==> src/sius_consts.vh <==
`ifndef SIUS_CONSTS_VH
`define SIUS_CONSTS_VH

// Register addresses
`define SIUS_ADDR_BREAK_STATUS 16'hfe00
`define SIUS_ADDR_RESET_STATUS 16'hfe01
`define SIUS_ADDR_BREAK_CTRL 16'hfe03
`define SIUS_ADDR_IRQ_LOW 16'hfe04
`define SIUS_ADDR_IRQ_MID 16'hfe05
`define SIUS_ADDR_IRQ_HIGH 16'hfe06

// Field positions
`define SIUS_BIT_BREAK_EXIT 1
`define SIUS_BIT_BREAK_CLEAR_EN 7
`define SIUS_BIT_POR 7
`define SIUS_BIT_PIN 6
`define SIUS_BIT_WDOG 5
`define SIUS_BIT_BAD_OPCODE 4
`define SIUS_BIT_BAD_FETCH 3
`define SIUS_BIT_MONITOR 2
`define SIUS_BIT_LOW_VOLTAGE 1

// Reset values
`define SIUS_RST_BYTE 8'h00
`define SIUS_RST_VEC 5'h00

// Vector codes: 0 none, 1 software interrupt, n+1 for status flag n
`define SIUS_VEC_NONE 5'h00
`define SIUS_VEC_SWI 5'h01

// Stop recovery, in oscillator clock cycles
`define SIUS_REC_LONG 13'd4096
`define SIUS_REC_SHORT 13'd32

`endif

==> src/sius_top.v <==
// Added by the designer: strobed register access.
`timescale 1ns/10ps
`include "sius_consts.vh"

// What this block does
// - Arbitrate sources: break or software interrupt, then flags 1 to 16 in order.
// - Low status register at fe04 is read-only, flags 6..1 in bits 7..2.
// - Each status flag reads 1 while its source requests, else 0.
// - Mid register holds flags 14..7; high holds 16..15, upper bits zero.
// - Reset overrides all interrupts and never takes part in arbitration.
// - Break interrupt forces the software interrupt vector, entering break state.
// - In break, other flags clear only when break clear enable is set.
// - Two-step clears stay blocked in break unless break clear enable is set; second step works after break.
// - Wait or stop clears the interrupt mask and stops core clocks.
// - Wait keeps peripheral clocks; enabled interrupt wakes, stacking in the same cycle.
// - Watchdog runs in wait unless the watchdog disable bit is set.
// - Stop holds counter in reset, all clocks off, generator off unless kept.
// - Interrupt exit from stop waits 4096 oscillator cycles, or 32 if short.
// - Reset exit from stop always waits the long 4096-cycle recovery.
// - Counter held from stop until recovery, clocks resume at its timeout.
// - Break exit flag reads 1 once a break has ended wait or stop mode, until bit 1 is written 0.
// - Reading the reset source register returns flags then clears them all.
// - Separate reset flags for pin, watchdog, opcode, fetch, monitor, low voltage.
// - A latched interrupt holds its vector until serviced or mask cleared.
// - Hardware interrupt taken at instruction end if unmasked and enabled; on wake from wait or stop recovery, if enabled.
// - Break clear enable bit is read/write; 1 allows clearing in break.
module sius_top (
   input wire clk_sys_i,
   input wire rst_n_i,
   input wire [15:0] reg_addr_i,
   input wire [7:0] reg_wdata_i,
   input wire reg_wr_i,
   input wire reg_rd_i,
   output reg [7:0] reg_rdata_o,
   input wire [16:1] irq_req_i,
   input wire [16:1] irq_en_i,
   input wire instr_done_i,
   input wire imask_i,
   input wire software_interrupt_i,
   input wire break_irq_i,
   input wire break_end_i,
   input wire irq_ack_i,
   input wire wait_exec_i,
   input wire stop_exec_i,
   input wire watchdog_disable_i,
   input wire short_recovery_select_i,
   input wire oscillator_run_in_stop_i,
   input wire por_i,
   input wire pin_rst_i,
   input wire wdog_rst_i,
   input wire bad_opcode_i,
   input wire bad_fetch_i,
   input wire monitor_rst_i,
   input wire low_voltage_rst_i,
   output reg int_take_o,
   output reg [4:0] int_vec_o,
   output reg int_latched_o,
   output reg clear_imask_o,
   output reg core_clk_en_o,
   output reg periph_clk_en_o,
   output reg gen_clk_en_o,
   output reg watchdog_run_o,
   output reg break_state_o,
   output reg flag_clear_allow_o,
   output reg recovering_o
);

   localparam ST_RUN = 2'd0;
   localparam ST_WAIT = 2'd1;
   localparam ST_STOP = 2'd2;
   localparam ST_REC = 2'd3;

   reg [1:0] state;
   reg [12:0] rec_cnt;
   reg [12:0] rec_limit;
   reg rec_by_irq;
   reg [16:1] irq_flag;
   reg [7:0] reset_flags;
   reg break_exit_flag;
   reg break_clear_enable;
   reg [4:0] next_vec;
   reg next_pend;
   reg [4:0] hw_vec;
   reg hw_pend;
   reg [7:0] next_rdata;
   reg [7:0] next_reset_flags;
   integer i;
   reg imask_q;
   wire [6:0] cause_sync;

   wire [16:1] hw_req = irq_flag & irq_en_i;
   wire rd_reset = reg_rd_i && (reg_addr_i == `SIUS_ADDR_RESET_STATUS);
   wire wr_break = reg_wr_i && (reg_addr_i == `SIUS_ADDR_BREAK_STATUS);
   wire wr_ctrl = reg_wr_i && (reg_addr_i == `SIUS_ADDR_BREAK_CTRL);
   wire por_s = cause_sync[6];
   wire pin_rst_s = cause_sync[5];
   wire wdog_rst_s = cause_sync[4];
   wire bad_opcode_s = cause_sync[3];
   wire bad_fetch_s = cause_sync[2];
   wire monitor_rst_s = cause_sync[1];
   wire low_voltage_rst_s = cause_sync[0];

   // Reset causes come from pins and analog monitors, so they are resynchronised
   sius_sync2 #(
      .WIDTH(7)
   ) u_cause_sync (
      .clk_i(clk_sys_i),
      .d_i({por_i, pin_rst_i, wdog_rst_i, bad_opcode_i, bad_fetch_i, monitor_rst_i,
         low_voltage_rst_i}),
      .q_o(cause_sync)
   );

   // Previous mask level: a falling mask, like an ack, releases a latched vector
   always @(posedge clk_sys_i) begin
      if (!rst_n_i) begin
         imask_q <= 1'b0;
      end else begin
         imask_q <= imask_i;
      end
   end

   // Fixed priority: lowest flag number wins
   always @* begin
      hw_vec = `SIUS_VEC_NONE;
      hw_pend = 1'b0;
      for (i = 16; i >= 1; i = i - 1) begin
         if (hw_req[i]) begin
            hw_vec = i[4:0] + 5'h01;
            hw_pend = 1'b1;
         end
      end
   end

   // Break and software interrupt sit above all flags, both use the same vector
   always @* begin
      next_vec = hw_vec;
      next_pend = hw_pend;
      if (break_irq_i || software_interrupt_i) begin
         next_vec = `SIUS_VEC_SWI;
         next_pend = 1'b1;
      end
   end

   // Request lines sampled each cycle; bus writes never touch them
   always @(posedge clk_sys_i) begin
      if (!rst_n_i) begin
         irq_flag <= 16'h0000;
      end else begin
         irq_flag <= irq_req_i;
      end
   end

   // Reset cause capture; kept across system reset, wiped only by power-on or a read
   always @* begin
      next_reset_flags = reset_flags;
      if (rd_reset) begin
         next_reset_flags = `SIUS_RST_BYTE;
      end
      if (pin_rst_s) begin
         next_reset_flags[`SIUS_BIT_PIN] = 1'b1;
      end
      if (wdog_rst_s) begin
         next_reset_flags[`SIUS_BIT_WDOG] = 1'b1;
      end
      if (bad_opcode_s) begin
         next_reset_flags[`SIUS_BIT_BAD_OPCODE] = 1'b1;
      end
      if (bad_fetch_s) begin
         next_reset_flags[`SIUS_BIT_BAD_FETCH] = 1'b1;
      end
      if (monitor_rst_s) begin
         next_reset_flags[`SIUS_BIT_MONITOR] = 1'b1;
      end
      if (low_voltage_rst_s) begin
         next_reset_flags[`SIUS_BIT_LOW_VOLTAGE] = 1'b1;
      end
      if (por_s) begin
         next_reset_flags = `SIUS_RST_BYTE;
         next_reset_flags[`SIUS_BIT_POR] = 1'b1;
         next_reset_flags[`SIUS_BIT_LOW_VOLTAGE] = low_voltage_rst_s;
      end
      next_reset_flags[0] = 1'b0;
   end

   always @(posedge clk_sys_i) begin
      reset_flags <= next_reset_flags;
   end

   // Read mux, data returned one cycle after the strobe
   always @* begin
      next_rdata = `SIUS_RST_BYTE;
      case (reg_addr_i)
         `SIUS_ADDR_BREAK_STATUS: begin
            next_rdata[`SIUS_BIT_BREAK_EXIT] = break_exit_flag;
         end
         `SIUS_ADDR_RESET_STATUS: begin
            next_rdata = reset_flags;
         end
         `SIUS_ADDR_BREAK_CTRL: begin
            next_rdata[`SIUS_BIT_BREAK_CLEAR_EN] = break_clear_enable;
         end
         `SIUS_ADDR_IRQ_LOW: begin
            next_rdata = {irq_flag[6:1], 2'b00};
         end
         `SIUS_ADDR_IRQ_MID: begin
            next_rdata = irq_flag[14:7];
         end
         `SIUS_ADDR_IRQ_HIGH: begin
            next_rdata = {6'h00, irq_flag[16:15]};
         end
         default: begin
            next_rdata = `SIUS_RST_BYTE;
         end
      endcase
   end

   always @(posedge clk_sys_i) begin
      if (!rst_n_i) begin
         reg_rdata_o <= `SIUS_RST_BYTE;
      end else if (reg_rd_i) begin
         reg_rdata_o <= next_rdata;
      end else begin
         reg_rdata_o <= `SIUS_RST_BYTE;
      end
   end

   // Break clear enable and break state
   always @(posedge clk_sys_i) begin
      if (!rst_n_i) begin
         break_clear_enable <= 1'b0;
         break_state_o <= 1'b0;
         flag_clear_allow_o <= 1'b1;
      end else begin
         if (wr_ctrl) begin
            break_clear_enable <= reg_wdata_i[`SIUS_BIT_BREAK_CLEAR_EN];
         end
         if (break_irq_i) begin
            break_state_o <= 1'b1;
         end else if (break_end_i) begin
            break_state_o <= 1'b0;
         end
         // Peripherals gate both single- and two-step clears with this
         flag_clear_allow_o <= ~break_state_o | break_clear_enable;
      end
   end

   // Low-power sequencing, arbitration latch and stop recovery counter
   always @(posedge clk_sys_i) begin
      if (!rst_n_i) begin
         int_take_o <= 1'b0;
         int_vec_o <= `SIUS_RST_VEC;
         int_latched_o <= 1'b0;
         clear_imask_o <= 1'b0;
         break_exit_flag <= 1'b0;
         watchdog_run_o <= ~watchdog_disable_i;
         rec_cnt <= 13'd0;
         rec_by_irq <= 1'b0;
         rec_limit <= `SIUS_REC_LONG;
         if (state == ST_STOP || state == ST_REC) begin
            state <= ST_REC;
            core_clk_en_o <= 1'b0;
            periph_clk_en_o <= 1'b0;
            gen_clk_en_o <= 1'b1;
            recovering_o <= 1'b1;
         end else begin
            state <= ST_RUN;
            core_clk_en_o <= 1'b1;
            periph_clk_en_o <= 1'b1;
            gen_clk_en_o <= 1'b1;
            recovering_o <= 1'b0;
         end
      end else begin
         int_take_o <= 1'b0;
         clear_imask_o <= 1'b0;
         watchdog_run_o <= ~watchdog_disable_i && (state != ST_STOP);
         if (wr_break && !reg_wdata_i[`SIUS_BIT_BREAK_EXIT]) begin
            break_exit_flag <= 1'b0;
         end
         if (int_latched_o && (irq_ack_i || (imask_q && !imask_i))) begin
            int_latched_o <= 1'b0;
         end
         case (state)
            ST_RUN: begin
               if (stop_exec_i) begin
                  state <= ST_STOP;
                  clear_imask_o <= 1'b1;
                  core_clk_en_o <= 1'b0;
                  periph_clk_en_o <= 1'b0;
                  gen_clk_en_o <= oscillator_run_in_stop_i;
                  rec_cnt <= 13'd0;
               end else if (wait_exec_i) begin
                  state <= ST_WAIT;
                  clear_imask_o <= 1'b1;
                  core_clk_en_o <= 1'b0;
               end else if (instr_done_i && !int_latched_o) begin
                  // Flags need unmasked and enabled; break and SOFTWARE_INTERRUPT ignore the mask
                  if (break_irq_i || software_interrupt_i || (hw_pend && !imask_i)) begin
                     int_latched_o <= 1'b1;
                     int_vec_o <= next_vec;
                     int_take_o <= 1'b1;
                  end
               end
            end
            ST_WAIT: begin
               if (next_pend) begin
                  state <= ST_RUN;
                  core_clk_en_o <= 1'b1;
                  int_latched_o <= 1'b1;
                  int_vec_o <= next_vec;
                  int_take_o <= 1'b1;
                  if (break_irq_i) begin
                     break_exit_flag <= 1'b1;
                  end
               end
            end
            ST_STOP: begin
               rec_cnt <= 13'd0;
               if (next_pend) begin
                  state <= ST_REC;
                  recovering_o <= 1'b1;
                  gen_clk_en_o <= 1'b1;
                  rec_by_irq <= 1'b1;
                  if (short_recovery_select_i) begin
                     rec_limit <= `SIUS_REC_SHORT;
                  end else begin
                     rec_limit <= `SIUS_REC_LONG;
                  end
                  if (break_irq_i) begin
                     break_exit_flag <= 1'b1;
                  end
               end
            end
            ST_REC: begin
               if (rec_cnt == rec_limit - 13'd1) begin
                  state <= ST_RUN;
                  recovering_o <= 1'b0;
                  core_clk_en_o <= 1'b1;
                  periph_clk_en_o <= 1'b1;
                  rec_cnt <= 13'd0;
                  rec_by_irq <= 1'b0;
                  if (rec_by_irq && next_pend) begin
                     int_latched_o <= 1'b1;
                     int_vec_o <= next_vec;
                     int_take_o <= 1'b1;
                  end
               end else begin
                  rec_cnt <= rec_cnt + 13'd1;
               end
            end
            default: begin
               state <= ST_RUN;
            end
         endcase
      end
   end

endmodule // sius_top

// Two-flop synchroniser; only the second stage is read outside
module sius_sync2 #(
   parameter WIDTH = 1
) (
   input wire clk_i,
   input wire [WIDTH-1:0] d_i,
   output reg [WIDTH-1:0] q_o
);

   reg [WIDTH-1:0] meta;

   always @(posedge clk_i) begin
      meta <= d_i;
      q_o <= meta;
   end

endmodule // sius_sync2

==> config.mk <==
export PLATFORM = sky130hd
export DESIGN_NAME = sius_top
export DESIGN_NICKNAME = d
export VERILOG_FILES = /design/src/sius_top.v
export VERILOG_INCLUDE_DIRS = /design/src
export SDC_FILE = /design/constraint.sdc
export NUM_CORES = 1
export LEC_CHECK = 0
export BUFFER_PORTS_ARGS = -buffer_cell sky130_fd_sc_hd__clkbuf_2
export CAP_MARGIN = 10
export CORE_MARGIN = 2
export CORE_UTILIZATION = 35
export CTS_BUF_LIST = sky130_fd_sc_hd__clkbuf_8
export CTS_CLUSTER_SIZE = 40
export DETAILED_ROUTE_END_ITERATION = 16
export PLACE_DENSITY_LB_ADDON = 0.3
export RECOVER_POWER = 100
export SLEW_MARGIN = 10
export SYNTH_ARGS = -nofsm -noshare
export SYNTH_HDL_FRONTEND = slang
export SYNTH_SLANG_ARGS = --single-unit
==> constraint.sdc <==
create_clock -name clk_sys_i -period 6.5 [get_ports clk_sys_i]
set_clock_uncertainty 0.1 [all_clocks]
set_input_delay 0 -clock clk_sys_i [delete_from_list [all_inputs] [get_ports clk_sys_i]]
set_output_delay 0 -clock clk_sys_i [all_outputs]
set_load 0.005 [all_outputs]
# After elaboration in Yosys (flattened, before gate mapping)
# Cells that the tools add are included.
[word_totals]
register_bits = 92
elab_cells = 212
[op_classes]
addsub = 2
eq_ne = 28
mux = 108
bitwise_logic = 4
n_reduce_logical = 41
[op_table]
columns = ["cell", "count"]
rows = [
  ["$mux 5", 24],
  ["$eq 16x16->1 const B", 6],
  ["$mux 1", 59],
  ["$mux 13", 3],
  ["$pmux 13 s3", 1],
  ["$pmux 5 s3", 2],
  ["$and 16x16->16", 1],
  ["$mux 2", 8],
  ["$ne 2x2->1 const B", 8],
  ["$reduce_bool 2->1", 8],
  ["$add 13x1->13 const B", 1],
  ["$eq 13x13->1", 1],
  ["$sub 13x1->13 const B", 1],
  ["$reduce_and 3->1", 4],
  ["$logic_and 1x1->1", 10],
  ["$ne 3x3->1 const B", 3],
  ["$pmux 1 s3", 3],
  ["$reduce_bool 3->1", 3],
  ["$pmux 1 s2", 4],
  ["$pmux 1 s4", 2],
  ["$pmux 2 s4", 1],
  ["$reduce_and 2->1", 4],
  ["$reduce_and 4->1", 2],
  ["$reduce_and 8->1", 1],
  ["other kinds (14)", 23],
]

# Depth between registers and ports, before layout
[logic_depth]
ltp_word = 24
depth_mapped = 8

# Cells and area by module
# From an unflattened synthesis, not the netlist that was laid out.
[unflattened]
cells_unflattened = 353
area_unflattened_um2 = 3372.0
[modules_own_cells]
columns = ["mod", "instances", "cells_each", "area_per_inst_um2"]
rows = [
  ["sius_top", 1, 339, 3091.7],
  ["sius_sync2", 1, 14, 280.3],
]

# Worst setup path before layout
# Ideal clock, no wire load.
[synth_timing]
path_type = "register to register"
start = "reg int_latched_o"
end = "reg int_vec_o[0]"
setup_ns = 0.116
t_arrival_ns = 1.875
required_time_ns = 6.284
slack_ns = 4.409
stages_incl_launch_ff = 8
n_path_buf = 1
period_less_slack_ns = 2.091
cell_sequence = "dfxtp_1 -> or4b_1 -> a21o_1 -> a22o_1 -> a211o_1 -> and2_4 -> buf_6 -> a31o_1"
[synth_via]
elab_chain_cells = 4
[synth_rtl]
columns = ["item", "line_no", "source"]
rows = [
  ["from (decl)", "sius_top.v:57", "output reg int_latched_o,"],
  ["from (signal assigned)", "sius_top.v:252", "int_latched_o <= 1'b0;"],
  ["from (signal assigned)", "sius_top.v:280", "int_latched_o <= 1'b0;"],
  ["from (signal assigned)", "sius_top.v:298", "int_latched_o <= 1'b1;"],
  ["$logic_not 1->1", "sius_top.v:295", "end else if (instr_done_i && !int_latched_o) begin"],
  ["$logic_and 1x1->1", "sius_top.v:295", ""],
  ["$ne 2x2->1 (no source line)", "--", ""],
  ["$reduce_and 8->1 (no source line)", "--", ""],
  ["to (signal assigned)", "sius_top.v:299", "int_vec_o <= next_vec;"],
  ["to (signal assigned)", "sius_top.v:309", "int_vec_o <= next_vec;"],
  ["to (signal assigned)", "sius_top.v:343", "int_vec_o <= next_vec;"],
  ["to (decl)", "sius_top.v:56", "output reg [4:0] int_vec_o,"],
]
# Every way passes these cells.
# A chain may end at the register's enable or synchronous reset.

# Worst setup path in the final report
[layout_timing]
start = "reg irq_flag[14] in the netlist's numbering"
end = "reg int_vec_o[1]"
[layout_via]
elab_chain_cells = 21
word_cells_on_any_way = 46
[layout_rtl]
columns = ["item", "line_no", "source"]
rows = [
  ["from (decl)", "sius_top.v:77", "reg [16:1] irq_flag;"],
  ["from (signal assigned)", "sius_top.v:149", "irq_flag <= irq_req_i;"],
  ["$and 16x16->16 (*)", "sius_top.v:91", "wire [16:1] hw_req = irq_flag & irq_en_i;"],
  ["$mux 5 (14 in a row)", "sius_top.v:127", "if (hw_req[i]) begin"],
  ["$mux 5", "sius_top.v:138", "if (break_irq_i || software_interrupt_i) begin"],
  ["$mux 5", "sius_top.v:297", "if (break_irq_i || software_interrupt_i || (hw_pend && !imask_i)) begin"],
  ["$mux 5", "sius_top.v:295", ""],
  ["$mux 5", "sius_top.v:291", "end else if (wait_exec_i) begin"],
  ["$mux 5", "sius_top.v:284", "if (stop_exec_i) begin"],
  ["$pmux 5 s3", "sius_top.v:282", "case (state)"],
]
# Mark *: on every way between the ends. The rest lies on a longest branch, timed or not. The select of a mux whose other input is x is not followed.

==> qor.csv <==
metric;value;unit
post-synthesis mux area share;4.379;%
top cells by area, synth;dfxtp_1, edfxtp_1, nand2_1;
Clock Tree Buf Depth;2;
Post-Synthesis Cells;351;
pins over their slew limit;44;
end of the worst register-to-register path;int_vec_o[1]$_SDFFE_PN0P_;
number of global-route vias before repair;2940;
number of buffers created by CTS;9;
startpoint types;flip-flop;
Layout area overhead;36.08;%
period utilisation layout;43.28;%
internal power;874.4;uW
drc violations;0;
H-Tree Depth;3;
Final ANT Viol Nets;0;
die height;101.7;um
met3 wire length;465;um
fmax;355.4;MHz
Vias/cell;4.867;
die area;10350;sq um
Worst EP required;6.69;ns
measured slew at the worst slew-check pin;1.642;ns
Hold Crit Class;in2reg;
Yosys top cell area share;44.91;%
most frequent cells in the layout;clkbuf_2, dfxtp_1, dlygate4sd3_1, nand2_1, nor2_1;
Cell Area, Synth;3343;sq um
RSZ-0062 raised after global routing;no;
worst rel slew slack;-9.450;%
simple-gate share of the synthesized area;21.93;%
Post-synth EDFFs;6;
1st-iter DRT viols;187;
status;finished, violations left;
WL met2;3936;um
Max Cap Violations;1;
Peak supply drop;0.1843;mV
Worst R2R Path Depth;6;
I/O pin count;101;
Routability Congestion;0.8474;
Sw Ratio;33.88;%
syn avg cell area;9.525;sq um
most common cell after layout, fill and taps aside;clkbuf_2;
Power Dens Cells;290.7;nW/um^2
global router's overall resource usage;17.29;%
FP Rows;35;
Most used DFF post-synth;dfxtp_1;
GR Overflow Total;0;
via count;3047;
Die Wd;101.7;um
DR WL/cell;13.49;um
Tmin final;2.813;ns
syn_nets;434;
CP Capture Point;int_vec_o[1]$_SDFFE_PN0P_;
async set-reset flop share out of synthesis;0;%
Port Buffers;94;
critical path fanouts, max;7;
initial antenna violation count;0;
Crit. End Element;flip-flop;
Reg2Reg Setup Slack;3.69;ns
DP Wirelength;6259;um
Final #Nets;575;
setup violators final;0;
CP Launch Point;irq_flag[14]$_SDFF_PN0_;
Fillers;864;
drt total wl;8445;um
Net Sw Power;447.9;uW
fraction of layout cells with a size suffix above 1;20.12;%
Synth Area in Compound Gates;14.90;%
xor/xnor share of the synthesized area;3.668;%
Power, Total;1322;uW
largest family of logic cells by synthesized area;simple AND/OR/NAND/NOR gates;
Core Util, Final;49.23;%
failing checks;max-capacitance violations, max-slew violations;
clock network fraction of total power;27.3;%
Setup TNS;0;ns
first-pass GRT wire length;13700;um
CTS Sinks;81;
RR Startpoint;irq_flag[14]$_SDFF_PN0_;
area leader, netlist;dfxtp_1;
Yosys reg bits;81;
wire length on met1;3801;um
Hold Violations, Final;0;
Warnings, synthesis;0;
Root Buffer Master;clkbuf_8;
logic gate share of total power;27.2;%
clk slew on worst S/H paths;0.09;ns
Crit Path Class;reg2reg;
CTS tree;built;
top sig layer;met4;
Flop pwr share;45.5;%
adder-cell area share of the yosys netlist;1.871;%
critical path arrival;3.00;ns
Ant. Diodes;0;
worst skew pair latency;0.37;ns
core area;9240;sq um
Pleak;0.001935;uW
largest net degree at the start of global routing;44;
Post-CTS Setup Bufs;0;
Initial Util;36.18;%
register area share after synthesis;50.30;%
First-pass DRT Iterations;4;
Synth cell types;56;
[cells in the mapped netlist (2+ instances only)]
cell type / count
mux2i_1: 9
nor2_1: 35
a31o_1: 2
a21o_1: 5
nand4_1: 9
nor4b_1: 2
nor2b_1: 3
xor2_1: 8
and2_1: 18
a22o_1: 4
clkbuf_1: 8
inv_1: 11
nand3_1: 6
a31oi_1: 3
nand2b_1: 6
o21ai_0: 9
dfxtp_1: 75
nand2_1: 35
a32o_1: 2
o221ai_1: 2
a22oi_1: 15
nor4_1: 3
and3_1: 4
nor3_1: 7
inv_2: 3
o21ai_1: 9
xnor2_1: 6
a21oi_1: 11
edfxtp_1: 6
mux2_1: 5
ha_1: 5
[registers in the layout (all words and copies together), names as in the netlist, 2 cells and up]
signal and flops:
reg_rdata_o 8, u_cause_sync.q_o 7, rec_cnt 13, rec_limit 2
state 2, reset_flags 7, irq_flag 16, u_cause_sync.meta 7
int_vec_o 5
[logic make-up (layout without fill, tap and decap cells)]
group                    count (synthesis)  count (layout)
multiplexers                            14              14
flip-flops                              81              81
XOR/XNOR                                14              14
buffers and inverters                   24             170
AND/OR/NAND/NOR                        140             140
AO/OA/AOI/OAI                           73              73
adder cells (fa/ha/maj)                  5               5
[final cells by class]
| type | instances | area, sq um | area share, % |
|---|---|---|---|
| sequential | 81 | 1682 | 36.96 |
| multi-input combinational | 246 | 1554 | 34.16 |
| timing repair buffer | 140 | 904.6 | 19.88 |
| tap | 129 | 161.4 | 3.548 |
| clock buffer | 9 | 123.9 | 2.723 |
| clock inverter | 7 | 71.32 | 1.568 |
| inverter | 14 | 52.55 | 1.155 |
[per-layer routing]
metal	vias to the layer above	track usage, %
li1	1532	-
met1	1396	21.96
met4	0	8.940
met2	100	27.33
met3	19	4.072
met5	-	0
[per-stage QoR]
stage,worst slack [ns],instances,cell area [sq um],hold slack (ns)
6_report,3.687,626,4549,0.003806
5_1_grt,3.531,626,4549,0.04454
4_1_cts,4.203,626,4582,0.01223
3_5_place_dp,4.191,565,3936,0.004350
3_3_place_gp,4.254,565,3936,0.002384
2_1_floorplan,4.409,351,3343,-0.07228
[power by group through the flow]
| stage | clock network, uW | registers, uW | logic [uW] |
|---|---|---|---|
| final | 361 | 602 | 359 |
| after global routing | 389 | 609 | 399 |
| after CTS | 369 | 601 | 372 |
| after detailed placement | 0 | 613 | 348 |
| after global placement | 0 | 610 | 342 |
| after floorplan | 0 | 607 | 254 |
[worst max-delay path, cell delays in order, from the launching register on]
cell and delay (ns):
dfxtp_1 0.35, a22oi_1 0.31, nand4_1 0.22, nor4_1 0.87, nand4bb_1 0.29, and2_0 0.36, mux2i_1 0.23
[repair_timing]
item / in CTS / in global routing
gates resized for setup: 0 / 0
hold buffers: 45 / 0
hold endpoints to repair: 44 / 0
[worst min-delay path by stage]
stage | start | end | slack (ns) | cells after the start
6_report | irq_en_i[16] | int_vec_o[4]$_SDFFE_PN0P_ | 0.004 | 5
4_1_cts | irq_en_i[15] | int_vec_o[4]$_SDFFE_PN0P_ | 0.01 | 5
5_1_grt | irq_en_i[1] | int_vec_o[0]$_SDFFE_PN0P_ | 0.04 | 4
2_1_floorplan | low_voltage_rst_i | u_cause_sync.meta[0]$_DFF_P_ | -0.07 | 0
3_3_place_gp | wdog_rst_i | u_cause_sync.meta[4]$_DFF_P_ | 0.002 | 1
3_5_place_dp | por_i | u_cause_sync.meta[6]$_DFF_P_ | 0.004 | 1
No activity file was read; power rests on OpenSTA's default activity.
